[src/hw/incl_spi_consts.vh]
`ifndef INCL_SPI_CONSTS_VH
`define INCL_SPI_CONSTS_VH

// frame shape
`define INCL_FRAME_BITS 16
`define INCL_CNT_W 5
`define INCL_ADDR_W 6
`define INCL_DATA_W 8
`define INCL_LAST_BIT 5'h0f

// command field positions within a received frame
`define INCL_CMD_WR_BIT 15
`define INCL_CMD_ZERO_BIT 14
`define INCL_ADDR_HI 13
`define INCL_ADDR_LO 8
`define INCL_DATA_HI 7

// reset values
`define INCL_TX_RESET 16'h0000
`define INCL_ADDR_RESET 6'h00

// sample period boundary between fast and normal mode
`define INCL_FAST_MAX_SETTING 8'h07

`endif

[src/hw/incl_spi_shift.v]
`timescale 1ns/1ps
`default_nettype none
module incl_spi_shift
(
    // clock and reset
    input wire clk_i,
    input wire rst_b_i,
    // control
    input wire clear_i,
    input wire load_i,
    input wire [15:0] load_data_i,
    input wire shift_i,
    input wire sample_i,
    input wire rx_bit_i,
    // state
    output reg [15:0] tx_shift_o,
    output reg [15:0] rx_shift_o
);

    always @(posedge clk_i)
    begin
        if (!rst_b_i || clear_i)
        begin
            tx_shift_o <= 16'h0000;
            rx_shift_o <= 16'h0000;
        end
        else
        begin
            if (load_i)
                tx_shift_o <= load_data_i;
            else if (shift_i)
                tx_shift_o <= {tx_shift_o[14:0], 1'b0};
            if (sample_i)
                rx_shift_o <= {rx_shift_o[14:0], rx_bit_i};
        end
    end

endmodule // incl_spi_shift
`default_nettype wire

[src/hw/incl_spi_slave.v]
// Functional notes
// - The output MSB is driven as soon as chip select falls, before any clock edge.
// - Each later output bit is presented after a falling edge of the serial clock.
// - The data input is sampled on each rising edge of the serial clock.
// - The data output is released to high impedance whenever chip select is high.
// - Clock idles high, data changes on falling edges and is captured on rising edges.
// - The active-low reset returns the port to a known initial state.
// - A frame is exactly 16 clock cycles with input and output shifted at once.
// - A write frame is 1, 0, a 6-bit address and 8 data bits, updating one byte.
// - A read frame is 0, 0 and an address; the register comes back in the next frame.
// - With chip select high, clock and data input activity is ignored.
`timescale 1ns/1ps
`default_nettype none
`include "incl_spi_consts.vh"
module incl_spi_slave
(
    // clock and reset
    input wire clk_i,
    input wire rst_b_i,
    // serial pins
    input wire cs_b_i,
    input wire sclk_i,
    input wire din_i,
    output wire dout_o,
    output wire dout_oe_o,
    // mode
    input wire [7:0] sample_period_setting_i,
    output wire fast_mode_o,
    // register side
    input wire [15:0] rd_data_i,
    output reg [5:0] rd_addr_o,
    output reg wr_stb_o,
    output reg [5:0] wr_addr_o,
    output reg [7:0] wr_data_o,
    output reg rd_stb_o,
    output reg frame_abort_o
);

    // frame states; done keeps the last bit on the pin until deselect
    localparam [1:0] ST_IDLE = 2'h0;
    localparam [1:0] ST_SHIFT = 2'h1;
    localparam [1:0] ST_DONE = 2'h2;

    // two-stage synchronisers; stage one feeds stage two only
    reg cs_m;
    reg cs_s;
    reg sclk_m;
    reg sclk_s;
    reg din_m;
    reg din_s;
    reg sclk_d;
    reg cs_d;
    reg [1:0] frame_state;
    reg [1:0] next_frame_state;
    wire active;
    reg rd_pending;
    reg [`INCL_CNT_W-1:0] bit_cnt;
    wire [15:0] tx_shift;
    wire [15:0] rx_shift;
    wire [15:0] rx_word;
    wire cs_fall;
    wire cs_rise;
    wire sclk_rise;
    wire sclk_fall;
    wire sample_en;
    wire shift_en;
    wire frame_done;

    always @(posedge clk_i)
    begin
        if (!rst_b_i)
        begin
            cs_m <= 1'b1;
            cs_s <= 1'b1;
            sclk_m <= 1'b1;
            sclk_s <= 1'b1;
            din_m <= 1'b0;
            din_s <= 1'b0;
            sclk_d <= 1'b1;
            cs_d <= 1'b1;
        end
        else
        begin
            cs_m <= cs_b_i;
            cs_s <= cs_m;
            sclk_m <= sclk_i;
            sclk_s <= sclk_m;
            din_m <= din_i;
            din_s <= din_m;
            sclk_d <= sclk_s;
            cs_d <= cs_s;
        end
    end

    assign cs_fall = cs_d && !cs_s;
    assign cs_rise = !cs_d && cs_s;
    // clock idles high; capture on rise, change on fall
    assign sclk_rise = !sclk_d && sclk_s;
    assign sclk_fall = sclk_d && !sclk_s;
    // edges only count inside a frame
    assign sample_en = active && !cs_s && sclk_rise;
    // first falling edge finds the msb already on the pin
    assign shift_en = active && !cs_s && sclk_fall
                      && (bit_cnt != 5'h00);
    assign frame_done = sample_en && (bit_cnt == `INCL_LAST_BIT);
    assign rx_word = {rx_shift[14:0], din_s};
    assign active = (frame_state == ST_SHIFT);

    incl_spi_shift u_shift
    (
        .clk_i(clk_i),
        .rst_b_i(rst_b_i),
        .clear_i(cs_rise),
        .load_i(cs_fall),
        .load_data_i(rd_pending ? rd_data_i : `INCL_TX_RESET),
        .shift_i(shift_en),
        .sample_i(sample_en),
        .rx_bit_i(din_s),
        .tx_shift_o(tx_shift),
        .rx_shift_o(rx_shift)
    );

    // output only while selected; msb visible from the select edge on
    assign dout_o = tx_shift[15];
    assign dout_oe_o = (frame_state != ST_IDLE) && !cs_s;
    assign fast_mode_o = (sample_period_setting_i <= `INCL_FAST_MAX_SETTING);

    // command decode, shared by the strobe and the answer logic
    function is_write_cmd;
        input [15:0] word;
        begin
            is_write_cmd = word[`INCL_CMD_WR_BIT]
                           && !word[`INCL_CMD_ZERO_BIT];
        end
    endfunction

    function is_read_cmd;
        input [15:0] word;
        begin
            is_read_cmd = !word[`INCL_CMD_WR_BIT]
                          && !word[`INCL_CMD_ZERO_BIT];
        end
    endfunction

    // after the 16th rising edge the port waits for deselect
    always @*
    begin
        next_frame_state = frame_state;
        case (frame_state)
            ST_IDLE:
            begin
                if (cs_fall)
                    next_frame_state = ST_SHIFT;
            end
            ST_SHIFT:
            begin
                if (cs_rise)
                    next_frame_state = ST_IDLE;
                else if (frame_done)
                    next_frame_state = ST_DONE;
            end
            ST_DONE:
            begin
                // extra clocks before deselect are ignored
                if (cs_rise)
                    next_frame_state = ST_IDLE;
            end
            default:
                next_frame_state = ST_IDLE;
        endcase
    end

    always @(posedge clk_i)
    begin
        if (!rst_b_i)
        begin
            frame_state <= ST_IDLE;
            bit_cnt <= 5'h00;
            rd_pending <= 1'b0;
            rd_addr_o <= `INCL_ADDR_RESET;
            wr_stb_o <= 1'b0;
            rd_stb_o <= 1'b0;
            wr_addr_o <= `INCL_ADDR_RESET;
            wr_data_o <= 8'h00;
            frame_abort_o <= 1'b0;
        end
        else
        begin
            frame_state <= next_frame_state;
            wr_stb_o <= 1'b0;
            rd_stb_o <= 1'b0;
            frame_abort_o <= 1'b0;
            if (cs_fall)
            begin
                bit_cnt <= 5'h00;
                // answer enters the shifter on this edge; used once only
                rd_pending <= 1'b0;
            end
            else if (cs_rise)
            begin
                // partial frame discarded, no strobe
                frame_abort_o <= active;
                bit_cnt <= 5'h00;
            end
            else if (frame_done)
            begin
                bit_cnt <= 5'h00;
                if (is_write_cmd(rx_word))
                begin
                    wr_stb_o <= 1'b1;
                    wr_addr_o <= rx_word[`INCL_ADDR_HI:`INCL_ADDR_LO];
                    wr_data_o <= rx_word[`INCL_DATA_HI:0];
                end
                else if (is_read_cmd(rx_word))
                begin
                    rd_stb_o <= 1'b1;
                    rd_addr_o <= rx_word[`INCL_ADDR_HI:`INCL_ADDR_LO];
                end
            end
            else if (sample_en)
                bit_cnt <= bit_cnt + 5'h01;
            // set wins: a completed read arms the next frame's answer
            if (frame_done && is_read_cmd(rx_word))
                rd_pending <= 1'b1;
        end
    end

endmodule // incl_spi_slave
`default_nettype wire

[config.mk]
export PLATFORM = sky130hd
export DESIGN_NAME = incl_spi_slave
export DESIGN_NICKNAME = d
export VERILOG_FILES = /design/src/hw/incl_spi_shift.v /design/src/hw/incl_spi_slave.v
export VERILOG_INCLUDE_DIRS = /design/src /design/src/hw
export SDC_FILE = /design/constraint.sdc
export NUM_CORES = 1
export LEC_CHECK = 0
export ABC_CLOCK_PERIOD_IN_PS = 1800
export BUFFER_PORTS_ARGS = -buffer_cell sky130_fd_sc_hd__buf_2
export CAP_MARGIN = 20
export CORE_MARGIN = 5
export CORE_UTILIZATION = 34
export CTS_CLUSTER_SIZE = 24
export DETAILED_ROUTE_END_ITERATION = 10
export GPL_ROUTABILITY_DRIVEN = 0
export PLACE_DENSITY_LB_ADDON = 0.3
export SLEW_MARGIN = 20
export SYNTH_ARGS = -nofsm -noshare
export SYNTH_HDL_FRONTEND = slang
export SYNTH_SLANG_ARGS = --single-unit
[constraint.sdc]
create_clock -name clk_i -period 1.8 [get_ports clk_i]
set_input_delay 0.09 -clock clk_i [delete_from_list [all_inputs] [get_ports clk_i]]
set_output_delay 0.09 -clock clk_i [all_outputs]
set_load 0.03 [all_outputs]
==> impl_metrics.csv, run 1 <==
group,metric,value,unit
layout,areaGrowthSynthToFinish,25.55,%
power_and_ir_drop,power_frac_comb,0.059,
global_route,antenna_found_initial,0,
sta,min_period,1.726,ns
layout,drive_gt1_frac,0.2519,
clock_tree,htree_levels,3,
clock_tree,cts_tree,"yes",
worst_setup_path,crit_start,"bit_cnt[1]",
power_and_ir_drop,swShare,0.2656,
clock_tree,cts_buffer_depth,2,
worst_setup_path,crit_type,"reg2reg",
worst_setup_path,ff2ff_setup_slack,0.07,ns
worst_setup_path,r2r_cells,6,
sta,relSlewSlack,0.5624,
floorplanning,initial_utilization,0.3504,
synthesis,synthCells,341,
floorplanning,rows,34,
synthesis,ys_types,35,
synthesis,synth_top_area_share,0.4586,
power_and_ir_drop,pwr-share-seq,0.534,
sta,finalSetupViolations,0,
synthesis,yosys.area.top_type,"dfxtp_1",
worst_setup_path,crit_arrival,2.01,ns
route,num_vias,2747,
route,post_drt_via_cell_ratio,5.355,
worst_setup_path,worstReg2RegStart,"bit_cnt[1]",
synthesis,ys.warnings.count,0,
worst_setup_path,crit_fanout,7,
worst_setup_path,slowest_stage,"or4_1",
sta,max_freq,0.5793,GHz
synthesis,synth_area,0.003055,mm2
floorplanning,die_x,104.8,um
route,postRouteAntennaNets,0,
placement,dpl.hpwl,4635,um
outcome,run_status,"completed",
power_and_ir_drop,total_power,2.958,mW
sta,post-route-period-util,0.9590,
power_and_ir_drop,irDropWorstVdd,0.3684,mV
global_route,grt_max_degree,37,
worst_hold_path,hold_class,"in2reg",
placement,post-place-ws,-0.01939,ns
synthesis,yosys-top-cells-area,"dfxtp_1 46%, mux2i_1 6.9%, nand2_1 6.4%",
sta,slew_violations,0,
sta,setup_ws,0.07376,ns
global_route,grt_pass1_vias,2700,
worst_setup_path,cp-start-kind,"register",
route,drc,0,
floorplanning,io_pins,55,
clock_tree,path_clk_slew,0.09,ns
layout,final_nets,434,
worst_setup_path,crit_chain,"ha_4 -> and3_4 -> ha_4 -> buf_4 -> or4_1 -> a21oi_1",
route,drt_iter0_markers,159,
synthesis,synth_edf_count,0,
sta,worst_pin_slew,0.6564,ns
worst_setup_path,crit_end,"bit_cnt[0]",
floorplanning,coreArea,0.008721,mm2
clock_tree,root_buffer,"clkbuf_8",
placement,numPortBuffers,51,
clock_tree,clock_latency,0.36,ns
power_and_ir_drop,p_leak,1.470,nW
clock_tree,cts_buffers,9,
sta,finalClockSkew,0.01653,ns
synthesis,yosysMostFrequentCell,"dfxtp_1",
synthesis,async_flop_share,0,
worst_hold_path,hp-start,"rd_data_i[11]",
power_and_ir_drop,internal_power,2.172,mW
worst_setup_path,cp-end-kind,"register",
synthesis,yosys-top-cells-count,"70 x dfxtp_1, 52 x nand2_1, 28 x clkbuf_1",
route,finalWirelength,7378,um
synthesis,yosys_register_bits,70,
job,max-cap-violations,0,
worst_setup_path,cpMostUsedCell,"ha_4",
route,wl_per_cell,14.38,um
synthesis,ys_seq_area_frac,0.4586,
global_route,grt_usage,0.1328,
synthesis,synth_ff_type,"dfxtp_1",
global_route,grt_pass1_wl,12320,um
worst_setup_path,worstPathRequired,2.08,ns
synthesis,synth.net_count,375,
power_and_ir_drop,powerDensity,771.0,mW/mm2
route,drt_first_pass_iters,4,
clock_tree,cts_sinks,70,
global_route,grt_overflow,0,
power_and_ir_drop,clkPwrFrac,0.406,
worst_setup_path,r2r_end,"bit_cnt[0]",
sta,finalHoldViolations,0,
power_and_ir_drop,p_switching,0.7857,mW
floorplanning,dieArea,0.01098,mm2
synthesis,avgSynthCellArea,8.960,um2
layout,antennaDiodeCount,0,
worst_setup_path,slowest_delay,0.49,ns
sta,rsz0062_at_grt,"yes",
floorplanning,die_h,104.8,um
## stage by stage
| step | setup TNS (ns) | utilization | hold slack, ns | instance area, um2 | cells |
|---|---|---|---|---|---|
| after floorplan | -0.05057 | - | 0.1915 | 3092 | 341 |
| after detailed placement | -0.02885 | 0.4007 | 0.2781 | 3495 | 485 |
| after CTS | 0 | 0.4337 | 0.0004005 | 3782 | 511 |
| after global placement | 0 | 0.4007 | 0.2749 | 3495 | 485 |
| after global routing | -0.01427 | 0.4399 | 0.01449 | 3836 | 513 |
| final | 0 | 0.4399 | 0.008445 | 3836 | 513 |
## sequential cells by signal (all words and copies together) (netlist names)
name / cells
bit_cnt: 5
cs_d: 1
cs_m: 1
cs_s: 1
din_m: 1
din_s: 1
frame_abort_o: 1
frame_state: 2
rd_addr_o: 6
rd_pending: 1
rd_stb_o: 1
sclk_d: 1
sclk_m: 1
sclk_s: 1
u_shift.rx_shift_o: 15
u_shift.tx_shift_o: 16
wr_addr_o: 6
wr_data_o: 8
wr_stb_o: 1
## power by group through the flow
stage / clock (mW) / combinational (mW) / sequential [mW]
5_1_grt: 1.31 / 0.194 / 1.58
3_3_place_gp: 0 / 0.157 / 1.62
6_report: 1.20 / 0.176 / 1.58
4_1_cts: 1.24 / 0.175 / 1.58
3_5_place_dp: 0 / 0.158 / 1.62
2_1_floorplan: 0 / 0.0988 / 1.62
## placed cells by master (no fill, tap or decap), types with 9 or more instances in the layout
cell,count
clkbuf_8,9
a21oi_1,22
nand2_1,52
a221oi_1,14
dlygate4sd3_1,10
buf_2,51
nand2b_1,13
o31ai_1,17
mux2i_1,21
buf_4,16
o21ai_0,20
dfxtp_1,67
a41oi_1,13
nand3_1,16
## cells by family after synthesis
group	synth area share
flops	0.4586
compound gates	0.2003
buf+inv	0.04996
simple gates	0.2019
mux	0.06880
fa+ha+maj	0.02048
## worst max-delay path, delay by kind of cell (launching register included)
kind	cells	cell delay (ns)
AND/OR/NAND/NOR	2	0.67
flip-flops	1	0.37
adder cells (fa/ha/maj)	2	0.34
buffers and inverters	1	0.14
AO/OA/AOI/OAI	1	0.13
## worst min-delay path by stage
stage                     cells past startpoint  slack (ns)                      to
after floorplan                               1        0.19                    cs_m
after global placement                        2        0.27                  sclk_m
after detailed placement                      2        0.28                  sclk_m
after CTS                                     3      0.0004  u_shift.tx_shift_o[11]
after global routing                          3        0.01   u_shift.tx_shift_o[4]
final                                         3       0.008  u_shift.tx_shift_o[11]
## routing by layer
layer / wire, um / global-route usage / part of all wire
met5: 0 / 0 / 0
met4: 99 / 0.05845 / 0.013
met3: 401 / 0.03083 / 0.054
met2: 3466 / 0.2140 / 0.47
met1: 3411 / 0.1692 / 0.46
## final cells by class
cell class              count  area, um2
clock buffers               9      123.9
clock inverters             7      61.31
flip-flops and latches     70       1413
multi-input cells         233       1554
repair buffers             80      526.8
well taps                 108      135.1
inverters                   6      22.52
fillers                   822       4885
## what timing repair did
action | CTS | global route
endpoints found under the setup margin | 8 | 26
gates resized for setup | 2 | 9
endpoints found under the hold margin | 10 | 0
setup buffers | 0 | 2
pin swaps | 0 | 4
hold buffers | 10 | 0
cloned | 0 | 0
Note: power is estimated with default switching activity, not from simulation.
==> run 2: changes to the inputs <==
--- a/config.mk
+++ b/config.mk
@@ -6,6 +6,7 @@
 export SDC_FILE = /design/constraint.sdc
 export NUM_CORES = 1
 export LEC_CHECK = 0
+export ABC_AREA = 1
 export ABC_CLOCK_PERIOD_IN_PS = 1800
 export BUFFER_PORTS_ARGS = -buffer_cell sky130_fd_sc_hd__buf_2
 export CAP_MARGIN = 20
==> run 2 against run 1 <==
Effect of this change:
- via count shrank 7.5%
- first-iteration DRC count is 5.0% higher
- wire length shrank 13%
- setup slack better by 0.063 ns
- sequential power barely moved
- sequential cell count did not move
- count of clock-buffer cells in the layout up 1
==> impl_metrics.csv, run 2 <==
group,metric,value,unit
sta,post-route-period-util,0.9240,
synthesis,yosys.area.top_type,"dfxtp_1",
clock_tree,root_buffer,"clkbuf_8",
synthesis,synth_top_area_share,0.4807,
floorplanning,die_x,102.6,um
clock_tree,htree_levels,3,
synthesis,synth_ff_type,"dfxtp_1",
layout,antennaDiodeCount,0,
synthesis,yosys-top-cells-count,"72 x nand2_1, 70 x dfxtp_1, 69 x nor2_1",
power_and_ir_drop,irDropWorstVdd,0.3949,mV
layout,final_nets,483,
route,post_drt_via_cell_ratio,4.556,
worst_setup_path,r2r_end,"wr_addr_o[3]",
global_route,grt_pass1_vias,2334,
route,drt_first_pass_iters,4,
global_route,grt_util_met1,0.1685,
worst_setup_path,worstReg2RegStart,"cs_s",
global_route,use_met2,0.1867,
worst_setup_path,critical_path.top_delay_family,"simple AND/OR/NAND/NOR gates",
global_route,grt_pass1_wl,10570,um
clock_tree,cts_sinks,70,
placement,dpl.hpwl,4072,um
worst_setup_path,cp-end-kind,"register",
sta,worst_pin_slew,0.3434,ns
sta,rsz0062_at_grt,"no",
power_and_ir_drop,powerDensity,808.0,mW/mm2
layout,areaGrowthSynthToFinish,24.76,%
global_route,met3_usage,0.03654,
layout,fill_cells,846,
sta,finalClockSkew,0.01266,ns
placement,numPortBuffers,51,
synthesis,synth.net_count,420,
sta,timing.setup.tns,0,ns
clock_tree,cts_buffer_depth,2,
sta,slew_violations,0,
global_route,grt_max_degree,37,
synthesis,yosys_register_bits,70,
layout,largest_registers,"u_shift.tx_shift_o (16), u_shift.rx_shift_o (15), wr_data_o (8)",
power_and_ir_drop,p_leak,1.773,nW
synthesis,synthCells,386,
sta,finalSetupViolations,0,
synthesis,yosys-top-cells-area,"dfxtp_1 48%, nand2_1 9.3%, nor2_1 8.9%",
layout,largest_register_ffs,16,
worst_setup_path,slowest_stage,"dfxtp_1",
clock_tree,cts_tree,"yes",
outcome,run_status,"completed",
worst_setup_path,crit_fanout,7,
worst_setup_path,worstPathRequired,2.09,ns
sta,max_freq,0.6013,GHz
synthesis,synth_edf_count,0,
layout,finalInstanceArea,0.003637,mm2
worst_setup_path,crit_arrival,1.95,ns
synthesis,ys.warnings.count,0,
floorplanning,io_pins,55,
worst_hold_path,min_to,"u_shift.tx_shift_o[15]",
worst_setup_path,crit_chain,"inv_1 -> ha_1 -> inv_1 -> nor2_4 -> nand2_4 -> nand2_1 -> nand2_1 -> nor2_1",
route,postRouteAntennaNets,0,
synthesis,yosysMostFrequentCell,"nand2_1",
synthesis,ys_types,27,
route,wl_per_cell,11.53,um
worst_hold_path,holdPathStages,4,
synthesis,avgSynthCellArea,7.553,um2
clock_tree,cts_buffers,9,
floorplanning,rows,33,
clock_tree,path_clk_slew,0.08,ns
floorplanning,initial_utilization,0.3513,
sta,min_period,1.663,ns
route,num_vias,2542,
floorplanning,dieArea,0.01053,mm2
global_route,top_usage_layer,"met2",
synthesis,synth_area,0.002915,mm2
worst_setup_path,slowest_delay,0.44,ns
worst_setup_path,path_buf_inv,2,
layout,top_register,"u_shift.tx_shift_o",
global_route,antenna_found_initial,0,
placement,placement.cell_area,0.003301,mm2
synthesis,ys_seq_area_frac,0.4807,
global_route,grt_usage,0.1262,
worst_setup_path,r2r_cells,8,
worst_setup_path,ff2ff_setup_slack,0.14,ns
worst_hold_path,hold_class,"in2reg",
floorplanning,coreArea,0.008299,mm2
job,max-cap-violations,0,
clock_tree,clock_latency,0.34,ns
worst_setup_path,cp-start-kind,"register",
layout,final_util,0.4383,
sta,relSlewSlack,0.7705,
layout,drive_gt1_frac,0.2296,
layout,mostFrequentLayoutCells,"72 x nand2_1, 70 x dfxtp_1, 66 x nor2_1, 51 x buf_2, 41 x inv_1",
route,drt_iter0_markers,167,
route,finalWirelength,6436,um
global_route,grt_overflow,0,
worst_hold_path,hp-start,"rd_data_i[15]",
synthesis,async_flop_share,0,
layout,final_common_cell,"nand2_1",
floorplanning,die_h,102.6,um
worst_setup_path,crit_type,"reg2reg",
sta,finalHoldViolations,0,
route,drc,0,
==> run 2: changes by cell type after synthesis, sizes merged, moves of 13 or more <==
cell	previous run	this run
a221oi	14	0
nor2	6	73
mux2i	21	0
clkbuf	28	8
inv	6	42
a22o	0	15
nand2b	13	0
a41oi	14	0
o31ai	17	0
nand2	52	76
==> run 2: area by class of cell <==
| type | instances | area [um2] | share of cell area |
|---|---|---|---|
| clock inverters | 5 | 58.81 | 0.01617 |
| inverters | 44 | 165.2 | 0.04541 |
| repair buffers | 67 | 410.4 | 0.1128 |
| well taps | 105 | 131.4 | 0.03612 |
| flip-flops and latches | 70 | 1401 | 0.3853 |
| multi-input cells | 257 | 1333 | 0.3664 |
| clock buffers | 10 | 137.6 | 0.03784 |
==> run 2: routing by layer <==
metal,up-vias,wire length (um)
met5,-,0
met4,0,73
met3,7,332
met2,43,2855
met1,1140,3175
li1,1352,-
==> run 2: worst register-to-register path, stage by stage, from the launching register on <==
cell and delay [ns]:
dfxtp_1 0.44, inv_1 0.12, ha_1 0.29, inv_1 0.09, nor2_4 0.32, nand2_4 0.15
nand2_1 0.09, nand2_1 0.04, nor2_1 0.09
==> run 2: how the worst max path moves through the flow <==
stage / depth (start not counted) / start / slack, ns / end
detailed placement: 10 / bit_cnt[1] / 0.11 / wr_data_o[4]
CTS: 10 / bit_cnt[0] / 0.09 / wr_data_o[3]
global placement: 9 / bit_cnt[1] / 0.11 / wr_data_o[5]
finish: 8 / cs_s / 0.14 / wr_addr_o[3]
global route: 6 / cs_s / 0.005 / rd_addr_o[5]
floorplan: 10 / bit_cnt[0] / 0.22 / wr_addr_o[0]
==> run 2: repair_timing <==
item / in CTS / in global routing
endpoints found under the hold margin: 4 / 0
gates resized for setup: 0 / 10
buffers inserted: 0 / 2
hold buffers: 4 / 0
setup endpoints to repair: 0 / 15
==> run 2: cell families (layout without fill, tap and decap cells) <==
kind of cell	Yosys count	in the layout	synth area share
AO/OA/AOI/OAI	61	61	0.1249
buffers and inverters	62	126	0.08713
flip-flops	70	70	0.4807
adder cells (fa/ha/maj)	5	5	0.02146
AND/OR/NAND/NOR	188	191	0.2858
==> run 2: where the power goes <==
group          switching [mW]  internal (mW)
Sequential            0.00530           1.56
Combinational          0.0678         0.0474
Clock                   0.590          0.672
Total                   0.663           2.28
==> run 2: metrics by stage <==
stage          setup slack [ns]  hold slack [ns]  power [mW]  std cells
2_1_floorplan            0.2229           0.1876       1.657        386
3_3_place_gp             0.1110           0.2770       1.704        534
3_5_place_dp             0.1092           0.2784       1.705        534
4_1_cts                 0.09107           0.1026       2.975        553
5_1_grt                0.005079           0.1258       3.065        558
6_report                 0.1368           0.1161       2.939        558
